===== src/ict_pkg.sv =====
// Purpose: Shared constants and types for the instruction cycle timing block
// Assumes: Four-clock bus cycles with no wait states as the base figure
// Notes:   Cycle figures are external clock periods with read/write counts
package ict_pkg;

  // ----------------------------------------------------------------------
  // Effective address modes
  // ----------------------------------------------------------------------
  typedef enum logic [3:0] {
    EA_DREG, EA_AREG, EA_IND, EA_POSTINC, EA_PREDEC, EA_DISP, EA_INDEX,
    EA_ABS_W, EA_ABS_L, EA_PC_DISP, EA_PC_INDEX, EA_IMM
  } ict_ea_t;

  // ----------------------------------------------------------------------
  // Instruction classes
  // ----------------------------------------------------------------------
  typedef enum logic [3:0] {
    OP_MOVE, OP_ADD_REG, OP_ADD_MEM, xor_logical_op, OP_XOR_MEM,
    signed_divide_op, unsigned_divide_op, signed_multiply_op,
    unsigned_multiply_op, immediate_sum_op, operand_zeroing_op
  } ict_op_t;

  localparam int unsigned BUS_CYCLE_CLKS = 4;
  localparam logic [7:0]  CLK_SHORT_EXTRA = 8'h04;
  localparam logic [7:0]  CLK_REG_BW      = 8'h04;
  localparam logic [7:0]  CLK_REG_L       = 8'h06;
  localparam logic [7:0]  CLK_REG_L_RD    = 8'h08;
  localparam logic [7:0]  CLK_MEM_BW      = 8'h08;
  localparam logic [7:0]  CLK_MEM_L       = 8'h0C;
  localparam logic [7:0]  CLK_XOR_L       = 8'h08;
  localparam logic [7:0]  CLK_IMM_BW      = 8'h08;
  localparam logic [7:0]  CLK_IMM_L       = 8'h10;
  localparam logic [7:0]  CLK_SDIV        = 8'h9E;
  localparam logic [7:0]  CLK_UDIV        = 8'h8C;
  localparam logic [7:0]  CLK_MUL_BASE    = 8'h26;
  localparam logic [7:0]  CLK_PREDEC_BW   = 8'h06;
  localparam logic [7:0]  CLK_DISP_BW     = 8'h08;
  localparam logic [7:0]  CLK_INDEX_BW    = 8'h0A;
  localparam logic [7:0]  CLK_ABSL_BW     = 8'h0C;
  localparam logic [7:0]  CLK_IND_BW      = 8'h04;

endpackage


===== src/ict_req_if.sv =====
// Purpose: Carrier between the timing top and its effective address table
// Assumes: Same clock for both ends
// Notes:   Pure combinational lookup request and answer
`timescale 1ns/1ns
`default_nettype none
interface ict_req_if;
  import ict_pkg::*;
  ict_ea_t    mode;
  logic       is_long;
  logic [7:0] clks;
  logic [3:0] reads;
  modport master (output mode, output is_long, input clks, input reads);
  modport table_side (input mode, input is_long, output clks, output reads);
endinterface
`default_nettype wire


===== src/ict_ea_cost.sv =====
// Purpose: Effective address cost lookup (clocks and reads)
// Assumes: No wait states
// Notes:   Never produces write cycles
`timescale 1ns/1ns
`default_nettype none
module ict_ea_cost
  import ict_pkg::*;
(
  ict_req_if.table_side req   // Mode in, cost out
);
  logic [7:0] base_c;
  logic [3:0] base_r;

  always_comb begin
    base_c = 8'h00;
    base_r = 4'h0;
    unique case (req.mode)
      EA_DREG, EA_AREG: begin
        base_c = 8'h00;
        base_r = 4'h0;
      end
      EA_IND, EA_POSTINC, EA_IMM: begin
        base_c = CLK_IND_BW;
        base_r = 4'h1;
      end
      EA_PREDEC: begin
        base_c = CLK_PREDEC_BW;
        base_r = 4'h1;
      end
      EA_DISP, EA_ABS_W, EA_PC_DISP: begin
        base_c = CLK_DISP_BW;
        base_r = 4'h2;
      end
      // Index register size does not matter
      EA_INDEX, EA_PC_INDEX: begin
        base_c = CLK_INDEX_BW;
        base_r = 4'h2;
      end
      EA_ABS_L: begin
        base_c = CLK_ABSL_BW;
        base_r = 4'h3;
      end
      default: begin
        base_c = 8'h00;
        base_r = 4'h0;
      end
    endcase
  end

  // Long adds one read and four clocks unless register direct
  always_comb begin
    if (req.is_long && base_r != 4'h0) begin
      req.clks  = base_c + CLK_SHORT_EXTRA;
      req.reads = base_r + 4'h1;
    end else begin
      req.clks  = base_c;
      req.reads = base_r;
    end
  end
endmodule
`default_nettype wire


===== src/ict_timing.sv =====
// Purpose: Per-instruction cycle sequencer with bus read/write accounting
// Assumes: Decoder gives class, size, source and destination modes
// Notes:   Result pulses DONE_OUT when the final clock period ends
// Notes on behaviour
// - Every bus cycle spans four clocks; wait states add to the total.
// - Address evaluation covers extension fetch and operand read, never writes.
// - Register direct free; indirect 4(1)/8(2); predecrement 6(1)/10(2).
// - Displacement, short, PC displacement 8(2); absolute long 12(3); long adds 4(1).
// - Indexed modes 10(2) or 14(3), independent of index size.
// - Register moves 4(1); data register to indirect 8(1/1).
// - Long moves to memory write twice; 12(1/2) to indirect, 20(5/0) absolute long source.
// - Standard times include execute, store, prefetch; add address cost where marked.
// - Long add/sub/and/or to register base 6(1), or 8 for direct/immediate.
// - Signed divide at most 158, unsigned at most 140, spread under ten percent.
// - Multiply takes 38+2n, n from ones or bit-pair transitions.
// - Xor to data register only from data register; 4 or 8 clocks.
// - Immediate add to data register 8(2) or 16(3), including extension words.
// - Single operand 4 or 6 on registers, 12(1/2) long memory plus address.
`timescale 1ns/1ns
`default_nettype none
module ict_timing
  import ict_pkg::*;
(
  input  wire logic             CLK_SYS_IN,      // 125 MHz system clock
  input  wire logic             NRST_IN,         // Synchronous reset, active low
  input  wire logic             START_IN,        // Start one instruction
  input  wire ict_pkg::ict_op_t OP_IN,           // Instruction class
  input  wire logic             LONG_IN,         // Long operand size
  input  wire ict_pkg::ict_ea_t SRC_IN,          // Source mode
  input  wire ict_pkg::ict_ea_t DST_IN,          // Destination mode
  input  wire logic [15:0]      MUL_SRC_IN,      // Multiply source value
  input  wire logic             BUS_WAIT_IN,     // Wait state request (async)
  output logic                  BUSY_OUT,        // Instruction in progress
  output logic                  DONE_OUT,        // One-cycle completion pulse
  output logic                  ILLEGAL_OUT,     // Illegal source mode flagged
  output logic [9:0]            CLKS_OUT,        // Total periods incl. waits
  output logic [3:0]            READS_OUT,       // Bus read count
  output logic [3:0]            WRITES_OUT       // Bus write count
);
  import ict_pkg::*;

  // ----------------------------------------------------------------------
  // Source cost lookup
  // ----------------------------------------------------------------------
  ict_req_if ea_if ();
  assign ea_if.mode    = SRC_IN;
  assign ea_if.is_long = LONG_IN;
  ict_ea_cost u_ea (.req(ea_if.table_side));

  // ----------------------------------------------------------------------
  // Destination cost lookup
  // ----------------------------------------------------------------------
  // Word figures only; the long store is added in the table below.
  // Predecrement costs as plain indirect: the write needs no extra step.
  ict_req_if dst_if ();
  assign dst_if.mode    = (DST_IN == EA_PREDEC) ? EA_IND : DST_IN;
  assign dst_if.is_long = 1'b0;
  ict_ea_cost u_dst (.req(dst_if.table_side));

  // ----------------------------------------------------------------------
  // Wait input synchroniser
  // ----------------------------------------------------------------------
  logic wait_s1_q;
  logic wait_s2_q;
  always_ff @(posedge CLK_SYS_IN) begin
    if (!NRST_IN) begin
      wait_s1_q <= 1'b0;
      wait_s2_q <= 1'b0;
    end else begin
      wait_s1_q <= BUS_WAIT_IN;
      wait_s2_q <= wait_s1_q;
    end
  end

  // ----------------------------------------------------------------------
  // Multiply n count
  // ----------------------------------------------------------------------
  logic [4:0]  mul_n;
  logic [16:0] ext_src;
  always_comb begin
    mul_n   = 5'h00;
    ext_src = {MUL_SRC_IN, 1'b0};
    for (int i = 0; i < 16; i++) begin
      if (OP_IN == signed_multiply_op)
        mul_n = mul_n + 5'(ext_src[i+1] ^ ext_src[i]);
      else
        mul_n = mul_n + 5'(MUL_SRC_IN[i]);
    end
  end

  // ----------------------------------------------------------------------
  // Instruction cost table
  // ----------------------------------------------------------------------
  logic [7:0] base_c;
  logic [3:0] base_r;
  logic [3:0] base_w;
  logic       add_ea;
  logic       illegal;
  logic       src_direct;
  logic       dst_mem;
  assign src_direct = (SRC_IN == EA_DREG) || (SRC_IN == EA_AREG) || (SRC_IN == EA_IMM);
  assign dst_mem    = !((DST_IN == EA_DREG) || (DST_IN == EA_AREG));

  always_comb begin
    base_c  = CLK_REG_BW;
    base_r  = 4'h1;
    base_w  = 4'h0;
    add_ea  = 1'b1;
    illegal = 1'b0;
    unique case (OP_IN)
      OP_MOVE: begin
        // Fetch plus destination address cost; source added from lookup
        if (!dst_mem) begin
          base_c = CLK_REG_BW;
          base_w = 4'h0;
        end else begin
          // Destination reads already hold the opcode fetch
          base_c = CLK_REG_BW + dst_if.clks + (LONG_IN ? CLK_SHORT_EXTRA : 8'h00);
          base_r = dst_if.reads;
          base_w = LONG_IN ? 4'h2 : 4'h1;
        end
      end
      OP_ADD_REG: begin
        if (LONG_IN)
          base_c = src_direct ? CLK_REG_L_RD : CLK_REG_L;
        else
          base_c = CLK_REG_BW;
      end
      OP_ADD_MEM, OP_XOR_MEM, operand_zeroing_op: begin
        if (!dst_mem) begin
          base_c = LONG_IN ? CLK_REG_L : CLK_REG_BW;
          add_ea = 1'b0;
        end else begin
          base_c = LONG_IN ? CLK_MEM_L : CLK_MEM_BW;
          base_w = LONG_IN ? 4'h2 : 4'h1;
        end
      end
      xor_logical_op: begin
        base_c  = LONG_IN ? CLK_XOR_L : CLK_REG_BW;
        add_ea  = 1'b0;
        illegal = (SRC_IN != EA_DREG);
      end
      signed_divide_op: begin
        base_c = CLK_SDIV;
      end
      unsigned_divide_op: begin
        base_c = CLK_UDIV;
      end
      signed_multiply_op, unsigned_multiply_op: begin
        base_c = CLK_MUL_BASE + {2'b00, mul_n, 1'b0};
      end
      immediate_sum_op: begin
        base_c = LONG_IN ? CLK_IMM_L : CLK_IMM_BW;
        base_r = LONG_IN ? 4'h3 : 4'h2;
        add_ea = 1'b0;
      end
      default: begin
        illegal = 1'b1;
      end
    endcase
  end

  logic [7:0] tot_c;
  logic [3:0] tot_r;
  // Address cost contributes clocks and reads, never writes
  assign tot_c = base_c + (add_ea ? ea_if.clks : 8'h00);
  assign tot_r = base_r + (add_ea ? ea_if.reads : 4'h0);

  // ----------------------------------------------------------------------
  // Sequencer
  // ----------------------------------------------------------------------
  typedef enum logic [1:0] {ST_IDLE, ST_RUN, ST_DONE} ict_state_t;
  ict_state_t state_q;
  logic [9:0] remain_q;
  logic [9:0] waits_q;

  always_ff @(posedge CLK_SYS_IN) begin
    if (!NRST_IN) begin
      state_q  <= ST_IDLE;
      remain_q <= 10'h000;
      waits_q  <= 10'h000;
    end else begin
      unique case (state_q)
        ST_IDLE: begin
          if (START_IN) begin
            state_q  <= ST_RUN;
            remain_q <= {2'b00, tot_c};
            waits_q  <= 10'h000;
          end
        end
        ST_RUN: begin
          // Wait states stretch the run one period each
          if (wait_s2_q) begin
            waits_q <= waits_q + 10'h001;
          end else if (remain_q <= 10'h001) begin
            state_q <= ST_DONE;
          end else begin
            remain_q <= remain_q - 10'h001;
          end
        end
        ST_DONE: begin
          state_q <= ST_IDLE;
        end
        default: begin
          state_q <= ST_IDLE;
        end
      endcase
    end
  end

  // ----------------------------------------------------------------------
  // Run length monitor
  // ----------------------------------------------------------------------
  // Counts the periods really spent running, waits included, so the
  // reported total can be held against the sequencer's own behaviour
  logic [9:0] run_cyc_q;
  always_ff @(posedge CLK_SYS_IN) begin
    if (!NRST_IN) begin
      run_cyc_q <= 10'h000;
    end else if (state_q == ST_IDLE && START_IN) begin
      run_cyc_q <= 10'h000;
    end else if (state_q == ST_RUN) begin
      run_cyc_q <= run_cyc_q + 10'h001;
    end
  end

  // ----------------------------------------------------------------------
  // Result registers
  // ----------------------------------------------------------------------
  logic [7:0] lat_c_q;
  always_ff @(posedge CLK_SYS_IN) begin
    if (!NRST_IN) begin
      lat_c_q     <= 8'h00;
      READS_OUT   <= 4'h0;
      WRITES_OUT  <= 4'h0;
      ILLEGAL_OUT <= 1'b0;
    end else if (state_q == ST_IDLE && START_IN) begin
      lat_c_q     <= tot_c;
      READS_OUT   <= tot_r;
      WRITES_OUT  <= base_w;
      ILLEGAL_OUT <= illegal;
    end
  end

  always_ff @(posedge CLK_SYS_IN) begin
    if (!NRST_IN) begin
      BUSY_OUT <= 1'b0;
      DONE_OUT <= 1'b0;
      CLKS_OUT <= 10'h000;
    end else begin
      BUSY_OUT <= (state_q == ST_IDLE) ? START_IN : (state_q == ST_RUN);
      DONE_OUT <= (state_q == ST_RUN) && !wait_s2_q && (remain_q <= 10'h001);
      if (state_q == ST_RUN && !wait_s2_q && remain_q <= 10'h001)
        CLKS_OUT <= {2'b00, lat_c_q} + waits_q;
    end
  end

  // ----------------------------------------------------------------------
  // Checks
  // ----------------------------------------------------------------------
  chk_div_signed: assert property (@(posedge CLK_SYS_IN) disable iff (!NRST_IN)
    OP_IN == signed_divide_op |-> base_c == 8'h9E) else $error("signed divide base wrong");
  chk_div_unsigned: assert property (@(posedge CLK_SYS_IN) disable iff (!NRST_IN)
    OP_IN == unsigned_divide_op |-> base_c == 8'h8C) else $error("unsigned divide base");
  chk_mul_time: assert property (@(posedge CLK_SYS_IN) disable iff (!NRST_IN)
    (OP_IN == unsigned_multiply_op && MUL_SRC_IN == 16'hFFFF) |-> base_c == 8'h46)
    else $error("multiply worst case wrong");
  chk_ea_nowrite: assert property (@(posedge CLK_SYS_IN) disable iff (!NRST_IN)
    !dst_mem |-> base_w == 4'h0) else $error("address cost wrote");
  chk_xor_source: assert property (@(posedge CLK_SYS_IN) disable iff (!NRST_IN)
    (OP_IN == xor_logical_op && SRC_IN != EA_DREG) |-> illegal) else $error("xor source");
  chk_imm_long: assert property (@(posedge CLK_SYS_IN) disable iff (!NRST_IN)
    (OP_IN == immediate_sum_op && LONG_IN) |-> tot_c == 8'h10 && tot_r == 4'h3)
    else $error("immediate long cost");
  chk_move_abs: assert property (@(posedge CLK_SYS_IN) disable iff (!NRST_IN)
    (OP_IN == OP_MOVE && LONG_IN && SRC_IN == EA_ABS_L && DST_IN == EA_DREG)
    |-> tot_c == 8'h14 && tot_r == 4'h5) else $error("long move abs cost");
  chk_move_ind: assert property (@(posedge CLK_SYS_IN) disable iff (!NRST_IN)
    (OP_IN == OP_MOVE && !LONG_IN && SRC_IN == EA_DREG && DST_IN == EA_IND)
    |-> tot_c == 8'h08 && tot_r == 4'h1 && base_w == 4'h1) else $error("move ind cost");
  chk_long_base: assert property (@(posedge CLK_SYS_IN) disable iff (!NRST_IN)
    (OP_IN == OP_ADD_REG && LONG_IN && SRC_IN == EA_IND) |-> base_c == 8'h06)
    else $error("long base wrong");
  chk_done_time: assert property (@(posedge CLK_SYS_IN) disable iff (!NRST_IN)
    DONE_OUT |-> CLKS_OUT == run_cyc_q)
    else $error("reported total differs from run length");
  chk_move_long_ind: assert property (@(posedge CLK_SYS_IN) disable iff (!NRST_IN)
    (OP_IN == OP_MOVE && LONG_IN && SRC_IN == EA_DREG && DST_IN == EA_IND)
    |-> tot_c == 8'h0C && tot_r == 4'h1 && base_w == 4'h2) else $error("long move ind cost");
  chk_clr_long_reg: assert property (@(posedge CLK_SYS_IN) disable iff (!NRST_IN)
    (OP_IN == operand_zeroing_op && LONG_IN && DST_IN == EA_DREG)
    |-> tot_c == 8'h06 && tot_r == 4'h1 && base_w == 4'h0) else $error("long clear reg cost");
  chk_predec_long: assert property (@(posedge CLK_SYS_IN) disable iff (!NRST_IN)
    (OP_IN == OP_ADD_REG && LONG_IN && SRC_IN == EA_PREDEC)
    |-> tot_c == 8'h10 && tot_r == 4'h3) else $error("long predecrement cost");
  chk_index_long: assert property (@(posedge CLK_SYS_IN) disable iff (!NRST_IN)
    (OP_IN == OP_MOVE && LONG_IN && SRC_IN == EA_INDEX && DST_IN == EA_DREG)
    |-> tot_c == 8'h12 && tot_r == 4'h4) else $error("long indexed cost");
  cov_move: cover property (@(posedge CLK_SYS_IN) DONE_OUT && WRITES_OUT == 4'h2);
  cov_wait: cover property (@(posedge CLK_SYS_IN) state_q == ST_RUN && wait_s2_q);
  cov_div:  cover property (@(posedge CLK_SYS_IN) START_IN && OP_IN == signed_divide_op);
  cov_ill:  cover property (@(posedge CLK_SYS_IN) DONE_OUT && ILLEGAL_OUT);
endmodule
`default_nettype wire


===== config.mk =====
export PLATFORM = sky130hd
export DESIGN_NAME = ict_timing
export DESIGN_NICKNAME = d
export VERILOG_FILES = /design/src/ict_pkg.sv /design/src/ict_req_if.sv /design/src/ict_ea_cost.sv /design/src/ict_timing.sv
export SDC_FILE = /design/constraint.sdc
export NUM_CORES = 1
export LEC_CHECK = 0
export BUFFER_PORTS_ARGS = -buffer_cell sky130_fd_sc_hd__buf_2
export CAP_MARGIN = 10
export CORE_AREA = 2 2 100 102
export CTS_CLUSTER_SIZE = 8
export DETAILED_ROUTE_END_ITERATION = 8
export DIE_AREA = 0 0 102 104
export PLACE_DENSITY = 0.79
export SKIP_CTS_REPAIR_TIMING = 1
export SLEW_MARGIN = 40
export SYNTH_ARGS = -nofsm -noshare
export SYNTH_HDL_FRONTEND = slang
export SYNTH_HIERARCHICAL = 1
export SYNTH_SLANG_ARGS = --single-unit

===== constraint.sdc =====
create_clock -name CLK_SYS_IN -period 11.6 [get_ports CLK_SYS_IN]
set_clock_uncertainty 0.2 [all_clocks]
set_input_delay 2.32 -clock CLK_SYS_IN [delete_from_list [all_inputs] [get_ports CLK_SYS_IN]]
set_output_delay 2.32 -clock CLK_SYS_IN [all_outputs]
set_load 0.02 [all_outputs]

* After elaboration in Yosys (flattened, before gate mapping)
Memory sizes are Yosys's and may differ from the RTL's.
Cells that the tools add are included.
** Cells by class
- Multiplexer cells :: 51
- Bitwise gates (word level) :: 15
- Equality and inequality tests :: 20
- Magnitude comparators :: 1
- Add/subtract/negate cells :: 40
- Reduce and logical (&&, ||, !) cells :: 23
** Operator list (number)
- adder 5 x 1 -> 5 bit :: 28
- two-way mux 5 bit :: 15
- case mux 8 bit (8 select lines) :: 1
- two-way mux 10 bit :: 5
- case mux 10 bit (2 select lines) :: 2
- two-way mux 4 bit :: 8
- two-way mux 8 bit :: 3
- equality test 4 x 3 -> 1 bit (second input constant) :: 5
- adder 8 x 3 -> 8 bit (second input constant) :: 2
- equality test 4 bit (second input constant) :: 4
- two-way mux 2 bit :: 8
- bitwise XOR 1 bit :: 15
- equality test 4 x 1 -> 1 bit (second input constant) :: 3
- logical NOT 4 bit :: 3
- adder 10 x 1 -> 10 bit (second input constant) :: 1
- adder 8 x 10 -> 10 bit :: 1
- <= comparator 10 x 1 -> 1 bit (second input constant) :: 1
- inequality test 2 bit (second input constant) :: 5
- OR reduction 10 bit :: 1
- subtractor 10 x 1 -> 10 bit (second input constant) :: 1
- adder 8 x 3 -> 8 bit :: 1
- adder 8 bit :: 1
- equality test 4 x 2 -> 1 bit (second input constant) :: 2
- case mux 4 bit (2 select lines) :: 1
- other kinds (20) :: 33
** Storage, ports and cells
- Bits in registers :: 53
- Memories :: 2
- Logic and storage cells :: 164
- Input bits :: 33
- Output and inout port bits :: 21
- ROM bits :: 160
** Memory list
- (name not given) :: depth 16, bits a word 5, read ports 1, clocked after Yosys merged registers in 0, write ports 0, RTL line ict_ea_cost.sv:17 : unique case (req.mode)
- (name not given) :: depth 16, bits a word 5, read ports 1, clocked after Yosys merged registers in 0, write ports 0, RTL line ict_ea_cost.sv:17

* Logic depth before layout (Yosys ltp)
Gate-level depths: netlist of run 1.
- Depth after elaboration :: 36
- Mapped depth :: 39
- Mapped depth without buffers :: 37

* Modules after synthesis
The synthesis of run 1 kept the hierarchy.
** By module, submodules not included
- ict_timing :: seq. area each 1021.0 um2, times used 1, cells each 654, area each 5022.3 um2
- ict_ea_cost at u_ea :: seq. area each 0.0 um2, times used 1, cells each 38, area each 284.0 um2
- ict_ea_cost at u_dst :: seq. area each 0.0 um2, times used 1, cells each 37, area each 274.0 um2

* Least setup slack after synthesis of run 1
Ideal clock, no wire load.
- Kind :: input to register
- Start :: in OP_IN[3]
- End :: reg remain_q[7]
- Data arrival time :: 10.320 ns
- Library setup time :: 0.070 ns
- Slack :: 1.010 ns
- Path buffers :: 2
- Required time :: 11.330 ns
- Cell stages on the path :: 39
- Cell sequence :: clkbuf_1 -> nor2b_1 -> and3_1 -> clkbuf_1 -> nand2_1 -> xnor2_1 -> inv_1 -> fa_1 -> inv_1 -> ha_1 -> ha_1 -> ha_1 -> ha_1 -> ha_1 -> ha_1 -> ha_1 -> ha_1 -> ha_1 -> [3 not listed] -> ha_1 -> ha_1 -> inv_1 -> ha_1 -> nor2b_1 -> o21ai_0 -> o41ai_1 -> nand2_1 -> nand4_1 -> ha_1 -> a21oi_1 -> o21bai_1 -> a21oi_1 -> o21bai_1 -> a21oi_1 -> xor2_1 -> o22ai_1 -> a21oi_1
** Between the ends
- Cells in the longest elaborated chain, start to end :: 35
- Elaborated cells between the ends (all ways) :: 64
- Those cells by class :: add/sub (30); eq/ne (10); mux (20); reduce/logical (4)
** Ends and longest elaborated chain
- from (decl) :: RTL line ict_timing.sv:27 : input wire ict_pkg::ict_op_t OP_IN,
- equality test 4 x 3 -> 1 bit :: RTL line ict_timing.sv:84, ict_timing.sv:110
- two-way mux 2 bit :: RTL line ict_timing.sv:84 : if (OP_IN == signed_multiply_op)
- adder 5 x 1 -> 5 bit, on equally long branches :: RTL line ict_timing.sv:87, ict_timing.sv:85
- two-way mux 5 bit :: RTL line ict_timing.sv:84
- adder 5 x 1 -> 5 bit, on equally long branches :: RTL line ict_timing.sv:87, ict_timing.sv:85
- two-way mux 5 bit :: RTL line ict_timing.sv:84
- adder 5 x 1 -> 5 bit, on equally long branches :: RTL line ict_timing.sv:87, ict_timing.sv:85
- two-way mux 5 bit :: RTL line ict_timing.sv:84
- [19 not listed]
- two-way mux 5 bit :: RTL line ict_timing.sv:84
- adder 5 x 1 -> 5 bit, on equally long branches :: RTL line ict_timing.sv:87, ict_timing.sv:85
- two-way mux 5 bit :: RTL line ict_timing.sv:84
- adder 6 x 6 -> 7 bit :: RTL line ict_timing.sv:150 : base_c = CLK_MUL_BASE + {2'b00, mul_n, 1'b0};
- case mux 8 bit (8 select lines) :: RTL line ict_timing.sv:110 : unique case (OP_IN)
- adder 8 bit * :: RTL line ict_timing.sv:166 : assign tot_c = base_c + (add_ea ? ea_if.clks : 8'h00);
- two-way mux 10 bit * :: RTL line ict_timing.sv:185 : if (START_IN) begin
- case mux 10 bit (2 select lines) * :: RTL line ict_timing.sv:183 : unique case (state_q)
- to (signal assigned) :: RTL line ict_timing.sv:187 : remain_q <= {2'b00, tot_c};
- to (signal assigned) :: RTL line ict_timing.sv:198 : remain_q <= remain_q - 10'h001;
- to (decl) :: RTL line ict_timing.sv:174 : logic [9:0] remain_q;
Mark *: on every way between the ends. The rest lies on a longest branch, timed or not. The select of a mux whose other input is x is not followed.
A chain may end at the register's enable or synchronous reset.

* Worst setup path after layout of run 1
- Start :: in OP_IN[2]
- End :: reg remain_q[7]
Same word-level chain as after synthesis.

==> results of run 1 <==
## cell families after synthesis
| kind of cell | count (synthesis) | synth area share |
|---|---|---|
| flops | 51 | 0.183 |
| compound gates | 167 | 0.194 |
| other cells | 3 | 0.00202 |
| simple gates | 277 | 0.241 |
| xor+xnor | 72 | 0.133 |
| mux | 7 | 0.0155 |
| buf+inv | 81 | 0.0668 |
| fa+ha+maj | 71 | 0.164 |
## sequential cells by signal (all words and copies together), names as in the netlist, 2 cells and up
| signal | count |
|---|---|
| CLKS_OUT | 10 |
| READS_OUT | 4 |
| WRITES_OUT | 2 |
| lat_c_q | 8 |
| remain_q | 10 |
| state_q | 2 |
| waits_q | 10 |
## per-layer routing
layer	vias up	global-route usage	share of wire	wire (um)
met5	-	0	0	0
met3	14	0.0262	0.039	456
met1	2263	0.311	0.48	5660
li1	2558	-	-	-
met4	0	0.0467	0.011	131
met2	113	0.380	0.47	5470
## area by class of cell
cell class,instances,area share
well taps,133,0.0279
inverters,36,0.0228
clock buffers,5,0.0115
repair buffers,55,0.0482
multi-input cells,607,0.711
flip-flops and latches,51,0.171
clock inverters,3,0.00776
## layout by cell type, fill, tap and decap left out, drive strengths merged, types with 4 or more instances in the layout
cell type	count
inv	36
fa	4
nand3	23
a21o	11
o211ai	5
nand4	5
and2	21
xnor3	5
conb	13
o21bai	6
or3	4
a211oi	9
nor2	72
buf	54
xor2	21
nor4	5
a21oi	63
nand2	81
o21ai	31
xnor2	46
nor3	11
dfxtp	51
nor3b	4
a21boi	4
and3	5
nor2b	16
ha	66
clkbuf	6
nand2b	18
o22ai	8
## report_power, final
part / leakage (nW) / switching [mW] / internal, mW / total (mW)
sequential: 0.416 / 0.0246 / 0.204 / 0.229
combinational: 2.20 / 0.785 / 0.634 / 1.42
clock: 0.0548 / 0.0662 / 0.0651 / 0.131
total: 2.67 / 0.876 / 0.904 / 1.78
## worst register-to-register path: cells and delay by family, from the launching register on
kind                     cells  cell delay, ns
AO/OA/AOI/OAI                8            1.36
XOR/XNOR                     1            0.15
adder cells (fa/ha/maj)      1            0.28
flip-flops                   1            0.44
AND/OR/NAND/NOR              3            0.18
## through the flow
stage / worst slack (ns) / util
after CTS: 0.525 / 0.623
after global routing: 0.0395 / 0.625
after global placement: 0.544 / 0.611
after detailed placement: 0.207 / 0.611
final: 0.600 / 0.625
after floorplan: 1.01 / -
## path summary, 6_finish.rpt
| path | start | to | slack, ns | cells after the start |
|---|---|---|---|---|
| max | OP_IN[2] | remain_q[7] | 0.60 | 38 |
| min | wait_s1_q | wait_s2_q | 0.24 | 1 |
| max reg2reg | waits_q[1] | CLKS_OUT[9] | 8.88 | 13 |
| min reg2reg | wait_s1_q | wait_s2_q | 0.24 | 1 |
==> impl_metrics.toml, run 1 <==
[run_status]
status = "finished, final reports clean"

[setup_path]
criticalPathCategory = "primary input to flop"
start_kind = "primary input"
max_stage_delay_ns = 0.48
cp_common_cell = "ha_1"
cp_slowest_cell = "fa_1"
crit_buf_inv = 4
cp_max_fo = 21
cp_data_required_time_ns = 11.66
crit_family = "adder cells"
crit_path_end_kind = "flop"
cp.arrival_ns = 11.06

[power_and_ir_drop]
power_density_nw_per_um2 = 298
power_mw = 1.78
vdd.ir_drop.worst_v = 0.000203
power.static_leakage_nw = 2.67

[logic_synthesis]
netlist_instances = 729
synth_most_common_cell = "nand2_1"
synthesis.area_um2 = 5580
yosys.area.top_type = "dfxtp_1"
synth_area_leaders = "dfxtp_1, ha_1, xnor2_1, a21oi_1, nand2_1"
synth-main-ff-cell = "dfxtp_1"
synth_edf_count = 0
synth_warnings = 6
synth_top_area_frac = 0.183
ys_seq_area_frac = 0.183
ys_types = 78
syn_avg_cell_area_um2 = 7.65
ys_seq_elements = 51
yosys-top-cells-count = "nand2_1, nor2_1, ha_1"
synth-async-reset-ratio = 0

[clocking]
cts_buffers = 5
path_clk_slew_ns = 0.10
cts_tree = "done"
htree_levels = 2
clock-root-buffer = "clkbuf_8"
clock-sinks = 51
clk_latency_ns = 0.32
cts_buffer_depth = 2

[placement]
place_inst = 882
dp_hpwl_mm = 9.17
postPlaceCellArea_um2 = 5830
gp_congestion = 0.897
io_buffer_count = 51

[global_routing]
grt_max_degree = 35
track_usage = 0.226
grt_pass1_vias = 4632
grt_pass1_wl_mm = 20.3
antenna_found_initial = 0
grt-ovfl-total = 0

[finish]
seq_area_um2 = 1020
design_area_um2 = 5970
diodes = 0
multi_input_area_um2 = 4240
stdcell_count = 890
nets = 859
fillers = 863
syn_to_final_growth_pct = 6.97
drive_gt1_frac = 0.122

[die]
ios = 54
initial_utilization = 0.584
dieArea_um2 = 10600
core_um2 = 9550
die_w_um = 102
rows = 36
dieHeight_um = 104

[routing]
wl_mm = 11.7
post_drt_wl_per_cell_um = 13.2
drt_iter0_drc = 251
num_vias = 4948
drc_errors = 0
vias_per_cell = 5.56
first_pass_iters = 5
final_antenna_net_count = 0

[sta]
fmaxAchievable_ghz = 0.0909
setup_tns_ns = 0
finalMaxSlewViolations = 0
worst_slew_pin_slew_ns = 0.683
timing.hold.ws_ns = 0.245
hold_viol = 0
report.final.setup_viol = 0
rsz0062_at_grt = "false"
finalCritPeriodShare = 0.948
min_period_ns = 11.00
max_slew_margin = 0.545

[run]
maxCapViolations = 0

[min_path]
min_path_type = "flop to flop"
Note: power is estimated with default switching activity, not from simulation.
==> run 2: changes to the inputs <==
--- a/config.mk
+++ b/config.mk
@@ -5,15 +5,16 @@
 export SDC_FILE = /design/constraint.sdc
 export NUM_CORES = 1
 export LEC_CHECK = 0
+export ABC_AREA = 1
 export BUFFER_PORTS_ARGS = -buffer_cell sky130_fd_sc_hd__buf_2
 export CAP_MARGIN = 10
 export CORE_AREA = 2 2 100 102
 export CTS_CLUSTER_SIZE = 8
 export DETAILED_ROUTE_END_ITERATION = 8
 export DIE_AREA = 0 0 102 104
-export PLACE_DENSITY = 0.79
+export PLACE_DENSITY = 0.8
 export SKIP_CTS_REPAIR_TIMING = 1
-export SLEW_MARGIN = 40
+export SLEW_MARGIN = 20
 export SYNTH_ARGS = -nofsm -noshare
 export SYNTH_HDL_FRONTEND = slang
 export SYNTH_HIERARCHICAL = 1
==> impl_metrics.toml, run 2 <==
[power_and_ir_drop]
vdd.ir_drop.worst_v = 0.000150
power_mw = 1.40
power_density_nw_per_um2 = 232
power.static_leakage_nw = 3.35

[sta]
worst_slew_pin_slew_ns = 0.747
finalMaxSlewViolations = 0
fmaxAchievable_ghz = 0.0954
report.final.setup_viol = 0
min_period_ns = 10.48
max_slew_margin = 0.496
setup_ws_ns = 1.12
setup_tns_ns = 0
rsz0062_at_grt = "false"
finalCritPeriodShare = 0.903
timing.hold.ws_ns = 0.223
hold_viol = 0

[routing]
drt_iter0_drc = 186
num_vias = 5369
vias_per_cell = 5.00
post_drt_wl_per_cell_um = 10.7
first_pass_iters = 5
wl_mm = 11.5
final_antenna_net_count = 0
drc_errors = 0

[logic_synthesis]
syn_avg_cell_area_um2 = 6.27
synth_edf_count = 0
synth_most_common_cell = "nand2_1"
synthesis.area_um2 = 5630
ys_seq_area_frac = 0.181
synth-async-reset-ratio = 0
synth-main-ff-cell = "dfxtp_1"
ys_types = 41
synth_warnings = 6
netlist_instances = 898
yosys.area.top_type = "dfxtp_1"
yosys-top-cells-count = "nand2_1, inv_1, nor2_1"
synth_area_leaders = "dfxtp_1, ha_1, nand2_1, inv_1, nand3_1"
synth_top_area_frac = 0.181
ys_seq_elements = 51

[run]
maxCapViolations = 0

[die]
die_w_um = 102
rows = 36
initial_utilization = 0.589
core_um2 = 9550
ios = 54
dieArea_um2 = 10600
dieHeight_um = 104

[finish]
syn_to_final_growth_pct = 7.22
multi_input_area_um2 = 3860
final_common_cell = "nand2_1"
fillers = 951
design_area_um2 = 6040
nets = 1042
seq_area_um2 = 1020
stdcell_count = 1073
drive_gt1_frac = 0.114
layout_common_cells = "nand2_1, inv_1, nor2_1"
diodes = 0
finish.utilization = 0.632
reg.largest.list = "CLKS_OUT (10), remain_q (10), waits_q (10)"

[global_routing]
track_usage = 0.225
grt_pass1_vias = 4678
antenna_found_initial = 0
grt_max_degree = 19
grt-ovfl-total = 0
grt_pass1_wl_mm = 20.1

[clocking]
clk_latency_ns = 0.31
path_clk_slew_ns = 0.11
clock-sinks = 51
clock-root-buffer = "clkbuf_8"
htree_levels = 2
cts_buffers = 5
cts_tree = "done"
cts_buffer_depth = 2

[setup_path]
cp_max_fo = 13
criticalPathCategory = "primary input to flop"
cp.arrival_ns = 10.52
crit_path_end_kind = "flop"
start_kind = "primary input"
cp_slowest_cell = "fa_1"
cp_common_cell = "ha_1"
max_stage_delay_ns = 0.50
cp_data_required_time_ns = 11.64

[placement]
postPlaceCellArea_um2 = 5920
dp_slack_ns = 0.828
dp_hpwl_mm = 9.44
place_inst = 1065
io_buffer_count = 51
gp_congestion = 0.912

[run_status]
status = "finished, final reports clean"

[min_path]
min_path_type = "flop to flop"
[run 2: changes by cell type after synthesis, sizes merged, moves of 9 or more]
cell | previous run | this run
xnor2 | 46 | 11
nand2b | 18 | 0
nor2 | 72 | 89
inv | 35 | 162
nand3 | 23 | 79
nand2 | 81 | 236
and2 | 21 | 0
a21oi | 63 | 44
a21o | 11 | 0
clkbuf | 26 | 7
o21ai | 31 | 41
nor2b | 16 | 0
xor2 | 21 | 30
[run 2: worst max-delay path: cells and delay by family]
kind / cells / cell delay [ns]
compound gates: 6 / 0.76
xor+xnor: 2 / 0.29
fa+ha+maj: 17 / 5.35
buf+inv: 6 / 0.37
simple gates: 8 / 1.37
[run 2: report_power, final]
group          switching (mW)  internal, mW
sequential             0.0284         0.214
clock                  0.0646        0.0655
combinational           0.651         0.376
total                   0.744         0.656
[run 2: worst paths after layout]
kind | from | to | slack, ns | depth (start not counted)
setup / recovery | OP_IN[2] | remain_q[7] | 1.12 | 39
hold / removal | wait_s1_q | wait_s2_q | 0.22 | 2
setup reg to reg | state_q[0] | waits_q[9] | 8.38 | 13
hold reg to reg | wait_s1_q | wait_s2_q | 0.22 | 2
[run 2: layout make-up]
type / instances / share of cell area
flip-flops and latches: 51 / 0.169
inverters: 163 / 0.101
clock buffers: 5 / 0.0114
repair buffers: 51 / 0.0423
clock inverters: 3 / 0.00788
multi-input cells: 667 / 0.640
well taps: 133 / 0.0276
[run 2: logic make-up after synthesis]
logic type      after synthesis  synth area share
xor+xnor                     41            0.0638
fa+ha+maj                    70             0.161
other cells                   3           0.00200
flops                        51             0.181
simple gates                427             0.331
buf+inv                     190             0.139
compound gates              116             0.122
[run 2: layer usage]
| layer | up-vias | global-route usage | share of wire | routed length, um |
|---|---|---|---|---|
| met3 | 24 | 0.0302 | 0.041 | 475 |
| met5 | - | 0 | 0 | 0 |
| met2 | 109 | 0.385 | 0.47 | 5460 |
| li1 | 2906 | - | - | - |
| met4 | 0 | 0.0629 | 0.025 | 287 |
| met1 | 2330 | 0.294 | 0.46 | 5290 |
